**src/hw/poll_addr_pkg.sv**
```systemverilog
package poll_addr_pkg;

  // Register offsets, relative to the board base address
  localparam int         REG_ADDR_W        = 9;
  localparam logic [8:0] OFS_POLL          = 9'h117;
  localparam logic [8:0] OFS_ADDR_STATUS   = 9'h119;

  // Field positions in the poll registers
  localparam int         POLL_BIT_RSV      = 6;
  localparam logic [7:0] POLL_STATUS_MASK  = 8'hbf;
  localparam logic [7:0] POLL_STATUS_RESET = 8'h00;

  // Multiline command bytes and groups
  localparam logic [6:0] CMD_SPE           = 7'h18;
  localparam logic [6:0] CMD_SPD           = 7'h19;
  localparam logic [6:0] CMD_UNL           = 7'h3f;
  localparam logic [6:0] CMD_UNT           = 7'h5f;
  localparam logic [1:0] GRP_LISTEN        = 2'h1;
  localparam logic [1:0] GRP_TALK          = 2'h2;
  localparam logic [1:0] GRP_SECONDARY     = 2'h3;
  localparam logic [4:0] ADDR_ALL_ONES     = 5'h1f;

  // Addressing modes
  localparam logic [1:0] MODE_TON_LON      = 2'h0;
  localparam logic [1:0] MODE_DUAL         = 2'h1;
  localparam logic [1:0] MODE_EXT_SINGLE   = 2'h2;
  localparam logic [1:0] MODE_EXT_DUAL     = 2'h3;

  // Talker and listener function states
  typedef enum logic [1:0] {T_IDLE, T_ADDRESSED, T_ACTIVE, T_POLL} talker_e;
  typedef enum logic [1:0] {L_IDLE, L_ADDRESSED, L_ACTIVE} listener_e;

endpackage : poll_addr_pkg

```
**src/hw/sticky_flag.sv**
```systemverilog
`timescale 1ns/1ps
// Sticky flag: a set in the same cycle as a clear wins
module sticky_flag
(
  input  wire logic clk,    // Clock
  input  wire logic rst_n,  // Synchronised reset, active low
  input  wire logic set,    // Set request
  input  wire logic clr,    // Clear request
  output logic      q       // Flag value
);

  typedef struct packed
  {
    logic flag;
  } flag_s;

  flag_s state_reg;
  flag_s state_next;

  // Next value, set has priority
  always_comb
  begin
    state_next = state_reg;
    if (set)
      state_next.flag = 1'b1;
    else if (clr)
      state_next.flag = 1'b0;
  end

  // State register
  always_ff @(posedge clk or negedge rst_n)
  begin
    if (!rst_n)
      state_reg <= '0;
    else
      state_reg <= state_next;
  end

  assign q = state_reg.flag;

endmodule : sticky_flag

```
**src/hw/serial_poll_address_status.sv**
```systemverilog
`timescale 1ns/1ps
// Operation
// - Send stored status byte during serial poll
// - Reset and chip reset clear status bits
// - Request-service outside poll asserts SRQ
// - Affirmative poll response and resets clear request
// - Pending follows request, clears after negative response
// - Poll status and mode share one address
// - Address status bit order fixed
// - Controller bit is inverse of idle and addressed states
// - Attention bit mirrors bus ATN level
// - Poll mode set by enable while talker active, cleared by disable, local master clear, chip reset
// - Extended listen primary address sets flag
// - Extended talk primary address sets flag
// - Listener active in addressed or active states
// - Talker active in addressed, active, poll states
// - Listen address unaddresses talker, and vice versa
// - Major/minor follows received address kind
// - Major/minor zero outside dual primary modes
// - Address change flag on talker, listener, controller or major/minor bit change, except talk/listen only
// - Listen-only and talk-only need no addressing in mode 0
module serial_poll_address_status
  import poll_addr_pkg::*;
(
  input  wire logic                           CLK,                 // 20 MHz clock
  input  wire logic                           RST_B,               // Power-on reset, active low
  input  wire logic [poll_addr_pkg::REG_ADDR_W-1:0] REG_ADDR,      // Register offset
  input  wire logic [7:0]                     REG_WDATA,           // Write data
  input  wire logic                           REG_WR,              // Write strobe, one cycle
  input  wire logic                           REG_RD,              // Read strobe, one cycle
  output logic      [7:0]                     REG_RDATA,           // Read data, one cycle after strobe
  input  wire logic                           ATN_B,               // Bus ATN line, low when asserted
  input  wire logic                           CMD_VALID,           // Command byte accepted from bus
  input  wire logic [7:0]                     CMD_BYTE,            // Command byte
  input  wire logic                           CIDS,                // Controller idle state
  input  wire logic                           CADS,                // Controller addressed state
  input  wire logic [1:0]                     ADDR_MODE,           // Addressing mode
  input  wire logic                           TALK_ONLY,           // Talk-only programming
  input  wire logic                           LISTEN_ONLY,         // Listen-only programming
  input  wire logic [4:0]                     MAJOR_ADDR,          // Major / primary address
  input  wire logic [4:0]                     MINOR_ADDR,          // Minor / secondary address
  input  wire logic                           CHIP_RESET,          // Chip reset command, pulse
  input  wire logic                           LOCAL_MASTER_CLEAR,  // Local master clear, pulse
  input  wire logic                           ISR_READ,            // Interrupt status read, pulse
  input  wire logic                           POLL_TAKEN,          // Controller took status byte
  output logic      [7:0]                     POLL_BYTE,           // Status byte to the bus
  output logic                                POLL_BYTE_VALID,     // Status byte being offered
  output logic                                SRQ_O,               // SRQ pin output level
  output logic                                SRQ_OE_B,            // SRQ pin enable, low drives
  output logic                                ADDR_CHANGE          // Addressed change flag
);

  typedef struct packed
  {
    logic [7:0] status;
    logic       rsv;
    talker_e    talk;
    listener_e  listen;
    logic       poll_mode_state_flag;
    logic       listen_primary_flag;
    logic       talk_primary_flag;
    logic       major_minor_select;
    logic [3:0] prev_bits;
    logic       primed;
    logic [7:0] rdata;
    logic [7:0] poll_out;
  } state_s;

  state_s     state_reg;
  state_s     state_next;
  logic [1:0] rst_sync_reg;
  logic       rst_n;
  logic       pending;
  logic       addressed_change_flag;
  logic       atn;
  logic       cmd_take;
  logic [1:0] cmd_grp;
  logic [4:0] cmd_addr;
  logic       dual_mode;
  logic       ext_mode;
  logic       hit_major;
  logic       hit_minor;
  logic       my_listen;
  logic       my_talk;
  logic       other_talk;
  logic       talker_on;
  logic       listener_on;
  logic       controller_in_charge_flag;
  logic [3:0] cur_bits;
  logic       nprs_clear;
  logic       addressed_change_flag_set;
  logic [7:0] poll_read;
  logic [7:0] addr_read;

  // Reset release through two flip-flops
  // Only the second flip-flop feeds the design, so release is never metastable
  always_ff @(posedge CLK or negedge RST_B)
  begin
    if (!RST_B)
      rst_sync_reg <= 2'h0;
    else
      rst_sync_reg <= {rst_sync_reg[0], 1'b1};
  end

  assign rst_n = rst_sync_reg[1];

  // Command decode
  // Bit 7 of a command byte carries no meaning here and is ignored
  assign atn         = ~ATN_B;
  assign cmd_take    = CMD_VALID & atn;
  assign cmd_grp     = CMD_BYTE[6:5];
  assign cmd_addr    = CMD_BYTE[4:0];
  assign dual_mode   = (ADDR_MODE == MODE_DUAL) | (ADDR_MODE == MODE_EXT_DUAL);
  assign ext_mode    = (ADDR_MODE == MODE_EXT_SINGLE) | (ADDR_MODE == MODE_EXT_DUAL);
  assign hit_major   = (cmd_addr == MAJOR_ADDR);
  assign hit_minor   = dual_mode & (cmd_addr == MINOR_ADDR);
  assign my_listen   = (cmd_grp == GRP_LISTEN) & (cmd_addr != ADDR_ALL_ONES) & (hit_major | hit_minor);
  assign my_talk     = (cmd_grp == GRP_TALK) & (cmd_addr != ADDR_ALL_ONES) & (hit_major | hit_minor);
  assign other_talk  = (cmd_grp == GRP_TALK) & (cmd_addr != ADDR_ALL_ONES) & ~(hit_major | hit_minor);

  // Address status bits derived from function states
  // The controller bit follows its inputs directly, with no flop
  assign talker_on   = (state_reg.talk != T_IDLE);
  assign listener_on = (state_reg.listen != L_IDLE);
  assign controller_in_charge_flag         = ~(CIDS | CADS);
  assign cur_bits    = {talker_on, listener_on, controller_in_charge_flag, state_reg.major_minor_select};

  // Negative poll response with no request clears pending; a request that
  // still stands keeps it set, as the set input wins
  assign nprs_clear  = (state_reg.talk != T_POLL) & ~state_reg.rsv;

  // Any change of the watched bits, unless programmed talk or listen only;
  // the first cycle out of reset only loads the history, so no false change
  assign addressed_change_flag_set    = state_reg.primed & (cur_bits != state_reg.prev_bits) &
                       ~(LISTEN_ONLY | TALK_ONLY);

  // Read views of the two registers
  assign poll_read   = (state_reg.status & POLL_STATUS_MASK) |
                       ({7'h00, pending} << POLL_BIT_RSV);
  assign addr_read   = {controller_in_charge_flag, ATN_B, state_reg.poll_mode_state_flag, state_reg.listen_primary_flag,
                        state_reg.talk_primary_flag, listener_on, talker_on, state_reg.major_minor_select};

  // Pending flag, set while a request stands; it drops whenever the talker is
  // outside the poll state with the request already withdrawn
  sticky_flag u_pending
  (
    .clk   (CLK),
    .rst_n (rst_n),
    .set   (state_reg.rsv),
    .clr   (nprs_clear),
    .q     (pending)
  );

  // Addressed change flag, cleared by reading interrupt status
  sticky_flag u_addressed_change_flag
  (
    .clk   (CLK),
    .rst_n (rst_n),
    .set   (addressed_change_flag_set),
    .clr   (ISR_READ),
    .q     (addressed_change_flag)
  );

  // Next state of the whole block
  always_comb
  begin
    state_next           = state_reg;

    // History of the watched bits; primed keeps the first cycle out of reset
    // from looking like a change
    state_next.prev_bits = cur_bits;
    state_next.primed    = 1'b1;

    // Host writes to the shared poll address; bit 6 is the request, and the
    // pending flag is only ever seen on reads
    if (REG_WR && (REG_ADDR == OFS_POLL))
    begin
      state_next.status = REG_WDATA & POLL_STATUS_MASK;
      state_next.rsv    = REG_WDATA[POLL_BIT_RSV];
    end
    else if (POLL_TAKEN && (state_reg.talk == T_POLL) && state_reg.rsv)
    begin
      // Affirmative poll response drops the request
      state_next.rsv = 1'b0;
    end

    // Register read, answered on the next cycle
    // Unmapped offsets read as zero
    if (REG_RD)
    begin
      case (REG_ADDR)
        OFS_POLL:        state_next.rdata = poll_read;
        OFS_ADDR_STATUS: state_next.rdata = addr_read;
        default:         state_next.rdata = 8'h00;
      endcase
    end

    // Programmed talker or listener without bus addressing
    // These programming bits only address in mode 0, where commands are ignored
    if (ADDR_MODE == MODE_TON_LON)
    begin
      if (TALK_ONLY && (state_reg.talk == T_IDLE))
        state_next.talk = T_ADDRESSED;
      if (LISTEN_ONLY && (state_reg.listen == L_IDLE))
        state_next.listen = L_ADDRESSED;
    end
    else if (cmd_take)
    begin
      // Serial poll enable and disable
      if ((CMD_BYTE[6:0] == CMD_SPE) && talker_on)
        state_next.poll_mode_state_flag = 1'b1;
      if (CMD_BYTE[6:0] == CMD_SPD)
        state_next.poll_mode_state_flag = 1'b0;
      if (CMD_BYTE[6:0] == CMD_UNL)
        state_next.listen = L_IDLE;
      if (CMD_BYTE[6:0] == CMD_UNT)
        state_next.talk = T_IDLE;

      if (!ext_mode)
      begin
        // Normal addressing: primary address addresses at once
        if (my_listen)
        begin
          state_next.listen = L_ADDRESSED;
          state_next.talk   = T_IDLE;
          state_next.major_minor_select   = ~hit_major;
        end
        else if (my_talk)
        begin
          state_next.talk   = T_ADDRESSED;
          state_next.listen = L_IDLE;
          state_next.major_minor_select   = ~hit_major;
        end
        else if (other_talk)
          state_next.talk = T_IDLE;
      end
      else if (cmd_grp != GRP_SECONDARY)
      begin
        // Extended addressing: primary address arms a secondary
        state_next.listen_primary_flag = my_listen;
        state_next.talk_primary_flag = my_talk;
        if (my_listen || my_talk)
          state_next.major_minor_select = ~hit_major;
        if (other_talk)
          state_next.talk = T_IDLE;
      end
      else if (cmd_addr != ADDR_ALL_ONES)
      begin
        // Secondary byte: single mode checks it, dual mode takes it
        if (state_reg.listen_primary_flag && ((ADDR_MODE == MODE_EXT_DUAL) || (cmd_addr == MINOR_ADDR)))
        begin
          state_next.listen = L_ADDRESSED;
          state_next.talk   = T_IDLE;
        end
        else if (state_reg.talk_primary_flag && ((ADDR_MODE == MODE_EXT_DUAL) || (cmd_addr == MINOR_ADDR)))
        begin
          state_next.talk   = T_ADDRESSED;
          state_next.listen = L_IDLE;
        end
        state_next.listen_primary_flag = 1'b0;
        state_next.talk_primary_flag = 1'b0;
      end
    end

    // Addressed functions go active when ATN is released
    // ATN held low keeps them addressed, so only a command in the first ATN cycle can meet an active talker
    case (state_next.talk)
      T_IDLE:      state_next.talk = T_IDLE;
      T_ADDRESSED,
      T_ACTIVE,
      T_POLL:
      begin
        if (atn)
          state_next.talk = T_ADDRESSED;
        else if (state_next.poll_mode_state_flag)
          state_next.talk = T_POLL;
        else
          state_next.talk = T_ACTIVE;
      end
      default:     state_next.talk = T_IDLE;
    endcase

    case (state_next.listen)
      L_IDLE:      state_next.listen = L_IDLE;
      L_ADDRESSED,
      L_ACTIVE:    state_next.listen = atn ? L_ADDRESSED : L_ACTIVE;
      default:     state_next.listen = L_IDLE;
    endcase

    // Major/minor only has meaning in dual primary modes
    if (!dual_mode)
      state_next.major_minor_select = 1'b0;

    // Status byte offered to the controller: stored bits plus request
    state_next.poll_out = (state_next.status & POLL_STATUS_MASK) |
                          ({7'h00, state_next.rsv} << POLL_BIT_RSV);

    // Local master clear drops poll mode and primary flags
    // It leaves the addressed talker and listener functions as they are
    if (LOCAL_MASTER_CLEAR)
    begin
      state_next.poll_mode_state_flag = 1'b0;
      state_next.listen_primary_flag = 1'b0;
      state_next.talk_primary_flag = 1'b0;
    end

    // Chip reset command returns the functions to idle
    // Pending follows one cycle later through its own flag
    if (CHIP_RESET)
    begin
      state_next.status   = POLL_STATUS_RESET;
      state_next.rsv      = 1'b0;
      state_next.talk     = T_IDLE;
      state_next.listen   = L_IDLE;
      state_next.poll_mode_state_flag     = 1'b0;
      state_next.listen_primary_flag     = 1'b0;
      state_next.talk_primary_flag     = 1'b0;
      state_next.major_minor_select     = 1'b0;
      state_next.poll_out = POLL_STATUS_RESET;
    end
  end

  // State register; power-on reset clears everything
  // Chip reset is a command, not a reset, so it goes through the next-state logic
  always_ff @(posedge CLK or negedge rst_n)
  begin
    if (!rst_n)
      state_reg <= '0;
    else
      state_reg <= state_next;
  end

  // Outputs
  assign REG_RDATA       = state_reg.rdata;
  assign POLL_BYTE       = state_reg.poll_out;
  assign POLL_BYTE_VALID = (state_reg.talk == T_POLL);
  assign ADDR_CHANGE     = addressed_change_flag;

  // SRQ is open drain: the level stays low and only the enable moves;
  // the request is withheld while the controller is polling this talker
  assign SRQ_O           = 1'b0;
  assign SRQ_OE_B        = ~(state_reg.rsv & (state_reg.talk != T_POLL));

endmodule : serial_poll_address_status

```
**config.mk**
```make
export PLATFORM = sky130hd
export DESIGN_NAME = serial_poll_address_status
export DESIGN_NICKNAME = d
export VERILOG_FILES = /design/src/hw/poll_addr_pkg.sv /design/src/hw/sticky_flag.sv /design/src/hw/serial_poll_address_status.sv
export SDC_FILE = /design/constraint.sdc
export NUM_CORES = 1
export LEC_CHECK = 0
export BUFFER_PORTS_ARGS = -buffer_cell sky130_fd_sc_hd__clkbuf_2
export CORE_MARGIN = 5
export CORE_UTILIZATION = 50
export DETAILED_ROUTE_END_ITERATION = 10
export GPL_TIMING_DRIVEN = 0
export PLACE_DENSITY = 0.9
export SLEW_MARGIN = 25
export SYNTH_ARGS = -nofsm -noshare
export SYNTH_HDL_FRONTEND = slang
export SYNTH_SLANG_ARGS = --single-unit
```
**constraint.sdc**
```tcl
create_clock -name CLK -period 1.14 [get_ports CLK]
set_input_delay 0.171 -clock CLK [delete_from_list [all_inputs] [get_ports CLK]]
set_output_delay 0.171 -clock CLK [all_outputs]
set_load 0.02 [all_outputs]
```
# --- Word-level counts from Yosys, hierarchy flattened ---
# Cells that the tools add are included.
word_totals:
  ram_bits: 0
  elab_cells: 138
  in_bits: 51
  latchBits: 0
  n_memories: 0
  register_bits: 41
  romBits: 0
  out_inout_bits: 20
classes:
  div_mod_pow: 0
  mul: 0
  add_sub_neg: 0
  muxes: 44
  shifts: 0
  magnitude_cmp: 0
  eq_ne: 29
  n_reduce_logical: 25
  bitwise_logic: 25
ops:
  columns: ["cell", "count"]
  rows:
  - ["$mux W2", 15]
  - ["$mux W4", 7]
  - ["$mux W8", 3]
  - ["$eq A9 B9 Y1 const B", 2]
  - ["$mux W17", 1]
  - ["$or A8 B7 Y8", 2]
  - ["$pmux W8 S2", 1]
  - ["$mux W1", 15]
  - ["$eq A2 B2 Y1 const B", 7]
  - ["$eq A7 B5 Y1 const B", 2]
  - ["$and A1 B1 Y1", 11]
  - ["$eq A5 B5 Y1", 2]
  - ["$ne A3 B3 Y1 const B", 3]
  - ["$eq A2 B1 Y1 const B", 4]
  - ["$logic_and A1 B1 Y1", 8]
  - ["$logic_not A2 Y1", 4]
  - ["$ne A4 B3 Y1 const B", 2]
  - ["$reduce_bool A2 Y1", 4]
  - ["$eq A7 B6 Y1 const B", 1]
  - ["$eq A7 B7 Y1 const B", 1]
  - ["$not A1 Y1", 7]
  - ["$reduce_bool A3 Y1", 2]
  - ["$ne A5 B2 Y1 const B", 1]
  - ["$ne A5 B5 Y1 const B", 1]
  - ["other kinds (11)", 17]

# --- Longest topological paths before layout ---
depth:
  ltp_word: 16
  ltp_mapped: 8
  mapped_depth_nobuf: 7

# --- Hierarchy ---
# Synthesis repeated with hierarchy kept, for this count alone.
unflattened:
  hier_cells: 222
  area_unflattened_um2: 2015.7
modules_own_cells:
  columns: ["mod", "area_per_inst_um2", "cells_per_inst", "instances"]
  rows:
  - ["serial_poll_address_status", 1943.1, 216, 1]
  - ["sticky_flag", 36.3, 3, 2]

# --- Worst setup path after synthesis ---
# Ideal clock, no wire load.
synth_path:
  path_type: "input port to flip-flop"
  startpoint: "input CMD_BYTE[1]"
  endpoint: "register state_reg[27] (netlist bit)"
  slack_ps: -440
  stages: 7
  required_time_ps: 1020
  t_arrival_ps: 1460
  path_cell_list: "xnor2_1 -> nand3_2 -> nor3_4 -> o21ai_2 -> o21a_1 -> nor4b_2 -> and3b_1"
synth_lines:
  columns: ["item", "line_no", "source"]
  rows:
  - ["start, declared", "serial_poll_address_status.sv:34", "input wire logic [7:0] CMD_BYTE,"]
  - ["end signal, assigned", "serial_poll_address_status.sv:330", "state_reg <= state_next;"]
  - ["end, declared", "serial_poll_address_status.sv:69", "state_s state_reg;"]

==> summary.md <==
| Metric | Value |
|---|---|
| Status | finished, violations left |
| Failing checks | setup timing |
| Largest net degree at the start of global routing | 32 |
| Worst slew margin | 52.2% |
| Clock latency on the worst-skew pair | 300 ps |
| Routability cong. | 0.912 |
| Power density over the cells | 891 nW/um^2 |
| Initial DRT Pass Iterations | 6 |
| Core ar. | 3940 sq um |
| Routed vias/inst | 6.20 |
| Total global routing overflow | 0 |
| Final hold violations | 0 |
| Dpl cells | 339 |
| Reg clk slew, reported paths | 70 ps |
| CTS buffer count | 5 |
| Die width | 73.5 um |
| Main flop type after synthesis | dfrtp_1 |
| Number of global-route vias before repair | 2181 |
| CP Data Arrival Time | 1910 ps |
| CP Launch Type | flop |
| Netlist cell types | 56 |
| I/O Pins | 71 |
| Fin. max-slew vios | 0 |
| Post-Layout Cell Count | 381 |
| Async SR Flop Fraction | 100% |
| H-tree Lvls | 2 |
| Dpl cell area | 2560 sq um |
| Initial core utilization | 51.2% |
| WP data required | 1320 ps |
| Synth Cell Area | 2020 sq um |
| RSZ-0062 raised after global routing | yes |
| Vias | 2361 |
| Die height | 73.5 um |
| DRT iter0 DRCs | 314 |
| Initial antenna violation count | 0 |
| Simple-gate area share of the yosys netlist | 26.3% |
| CP Max Fanout | 5 |
| Largest family of logic cells by synthesized area | simple AND/OR/NAND/NOR gates |
| Nets | 381 |
| Setup Skew | 15.2 ps |
| Routed wl met3 | 893 um |
| Commonest non-fill, non-tap cell in the layout | clkbuf_2 |
| Total track usage | 25.2% |
| Max reg flops | 11 |
| Hpwl dp | 4140 um |
| Wirelength per Cell | 23.0 um |
| Syn_area_per_cell | 9.05 sq um |
| Xor/xnor share of the synthesized area | 6.08% |
| Ratio of cells with drive above 1 in the final layout | 62.5% |
| Remaining DRCs | 0 |
| Met2 WL | 4360 um |
| # rows | 23 |
| Setup Viol. Count Final | 37 |
| First-pass GRT wire length | 10500 um |
| Final WL | 8760 um |
| Worst IR Drop VDD | 0.703 mV |
| Max Cap Viol | 0 |
| Leak | 0.00152 uW |
| EDFF count, synth | 0 |
| Crit path capture type | flop |
| CTS tree | yes |
| Wl on met1 | 2940 um |
| Detail Route Antenna Nets | 0 |
| Slew @ Worst Pin | 717 ps |
| Syn-to-layout area delta | 69.3% |
| Max layer used | met4 |
| Multiplexer share of the synthesized area | 0.496% |
| Crit Path Class | reg -> reg |
| Complex-gate fraction of the synthesized area | 17.0% |
| Root buf cell | clkbuf_8 |
| N_diodes | 0 |
| Register area share after synthesis | 40.9% |
| Commonest cells after routing, fill and taps aside | clkbuf_2 (48), buf_4 (40), dfrtp_1 (30) |
| Post-Synthesis Cells | 223 |
| Final setup TNS | -8100 ps |
| Maximum clock rate | 576 MHz |
| Adder-Cell Fraction of Synth Area | 0% |
| Post-route cell area | 3420 sq um |
| Final period util | 152% |
| Worst min path class | in -> reg |
| Port bufs | 65 |
| Ys Warns | 0 |
| Yosys reg bits | 33 |
| Die area | 5410 sq um |
| Post-route worst setup slack | -595 ps |
| Clock buffer depth | 2 |
| Tmin final | 1740 ps |
| # clock sinks | 33 |
-- stage by stage --
stage               hold WS [ps]  total power (uW)  setup slack [ps]  utilization (%)
floorplan                   -125              1640              -368                -
global placement           -43.2              1830              -737             64.9
detailed placement         -41.6              1850              -784             64.9
CTS                         66.6              2830              -414             77.2
global route                59.6              3130              -650             86.7
finish                      51.0              3040              -595             86.7
-- synthesized netlist by cell type, types with 3 or more instances --
| cell | instances | area, sq um |
|---|---|---|
| dfrtp_1 | 33 | 826 |
| a21oi_1 | 22 | 110 |
| nor2_1 | 21 | 78.8 |
| buf_4 | 18 | 135 |
| nand2_1 | 14 | 52.6 |
| nand3_1 | 14 | 70.1 |
| xnor2_1 | 12 | 105 |
| a22oi_1 | 8 | 60.1 |
| nor3_1 | 6 | 30.0 |
| inv_1 | 5 | 18.8 |
| clkbuf_1 | 4 | 15.0 |
| nand2b_1 | 4 | 25.0 |
| nor2b_1 | 3 | 18.8 |
| o211ai_1 | 3 | 22.5 |
| o21ai_0 | 3 | 15.0 |
-- cell families (layout without fill, tap and decap cells) --
kind of cell	after synthesis	after routing
compound gates	53	53
xor+xnor	14	14
buf+inv	29	136
flops	33	33
mux	1	1
other cells	2	3
simple gates	91	91
-- final cells by class --
cell class	instances	area, sq um
well taps	50	62.6
flip-flops and latches	33	830
repair buffers	99	767
fillers	170	526
clock buffers	8	90.1
inverters	5	18.8
multi-input cells	162	1470
plain buffers	24	184
-- critical path, cell delays in order (launching register included) --
cell	delay, ps
dfrtp_1	390
or2_1	270
buf_8	150
a21oi_4	150
nor2_2	50
nor4b_2	350
and3b_1	250
-- repair_timing --
action | in CTS | in global routing
cloned | 1 | 0
endpoints found under the hold margin | 2 | 0
hold buffers | 1 | 0
setup buffers | 20 | 12
gates resized for setup | 47 | 81
pin swaps | 30 | 31
setup endpoints to repair | 31 | 38
-- power breakdown --
group          internal, uW  switching, uW  leakage, uW
clock network           493            463    0.0000455
registers              1220           60.4     0.000434
logic                   381            428      0.00105
-- final timing paths --
path	from	to	slack [ps]	cells past startpoint
max reg2reg	state_reg[27]	state_reg[27]	-600	6
min	LOCAL_MASTER_CLEAR	addr_read[3]	50	2
min reg2reg	rst_sync_reg[1]	state_reg[35]	330	0
max	state_reg[27]	state_reg[27]	-600	6
max in group asynchronous	rst_sync_reg[1]	addr_read[3]	300	0
min in group asynchronous	RST_B	rst_sync_reg[0]	180	2
-- layer usage --
metal | global-route usage (%) | vias to the layer above
li1 | - | 991
met1 | 30.6 | 1124
met2 | 43.3 | 187
met3 | 6.02 | 59
met4 | 9.05 | 0
met5 | 0 | -
(Power assumes the default switching activity.)
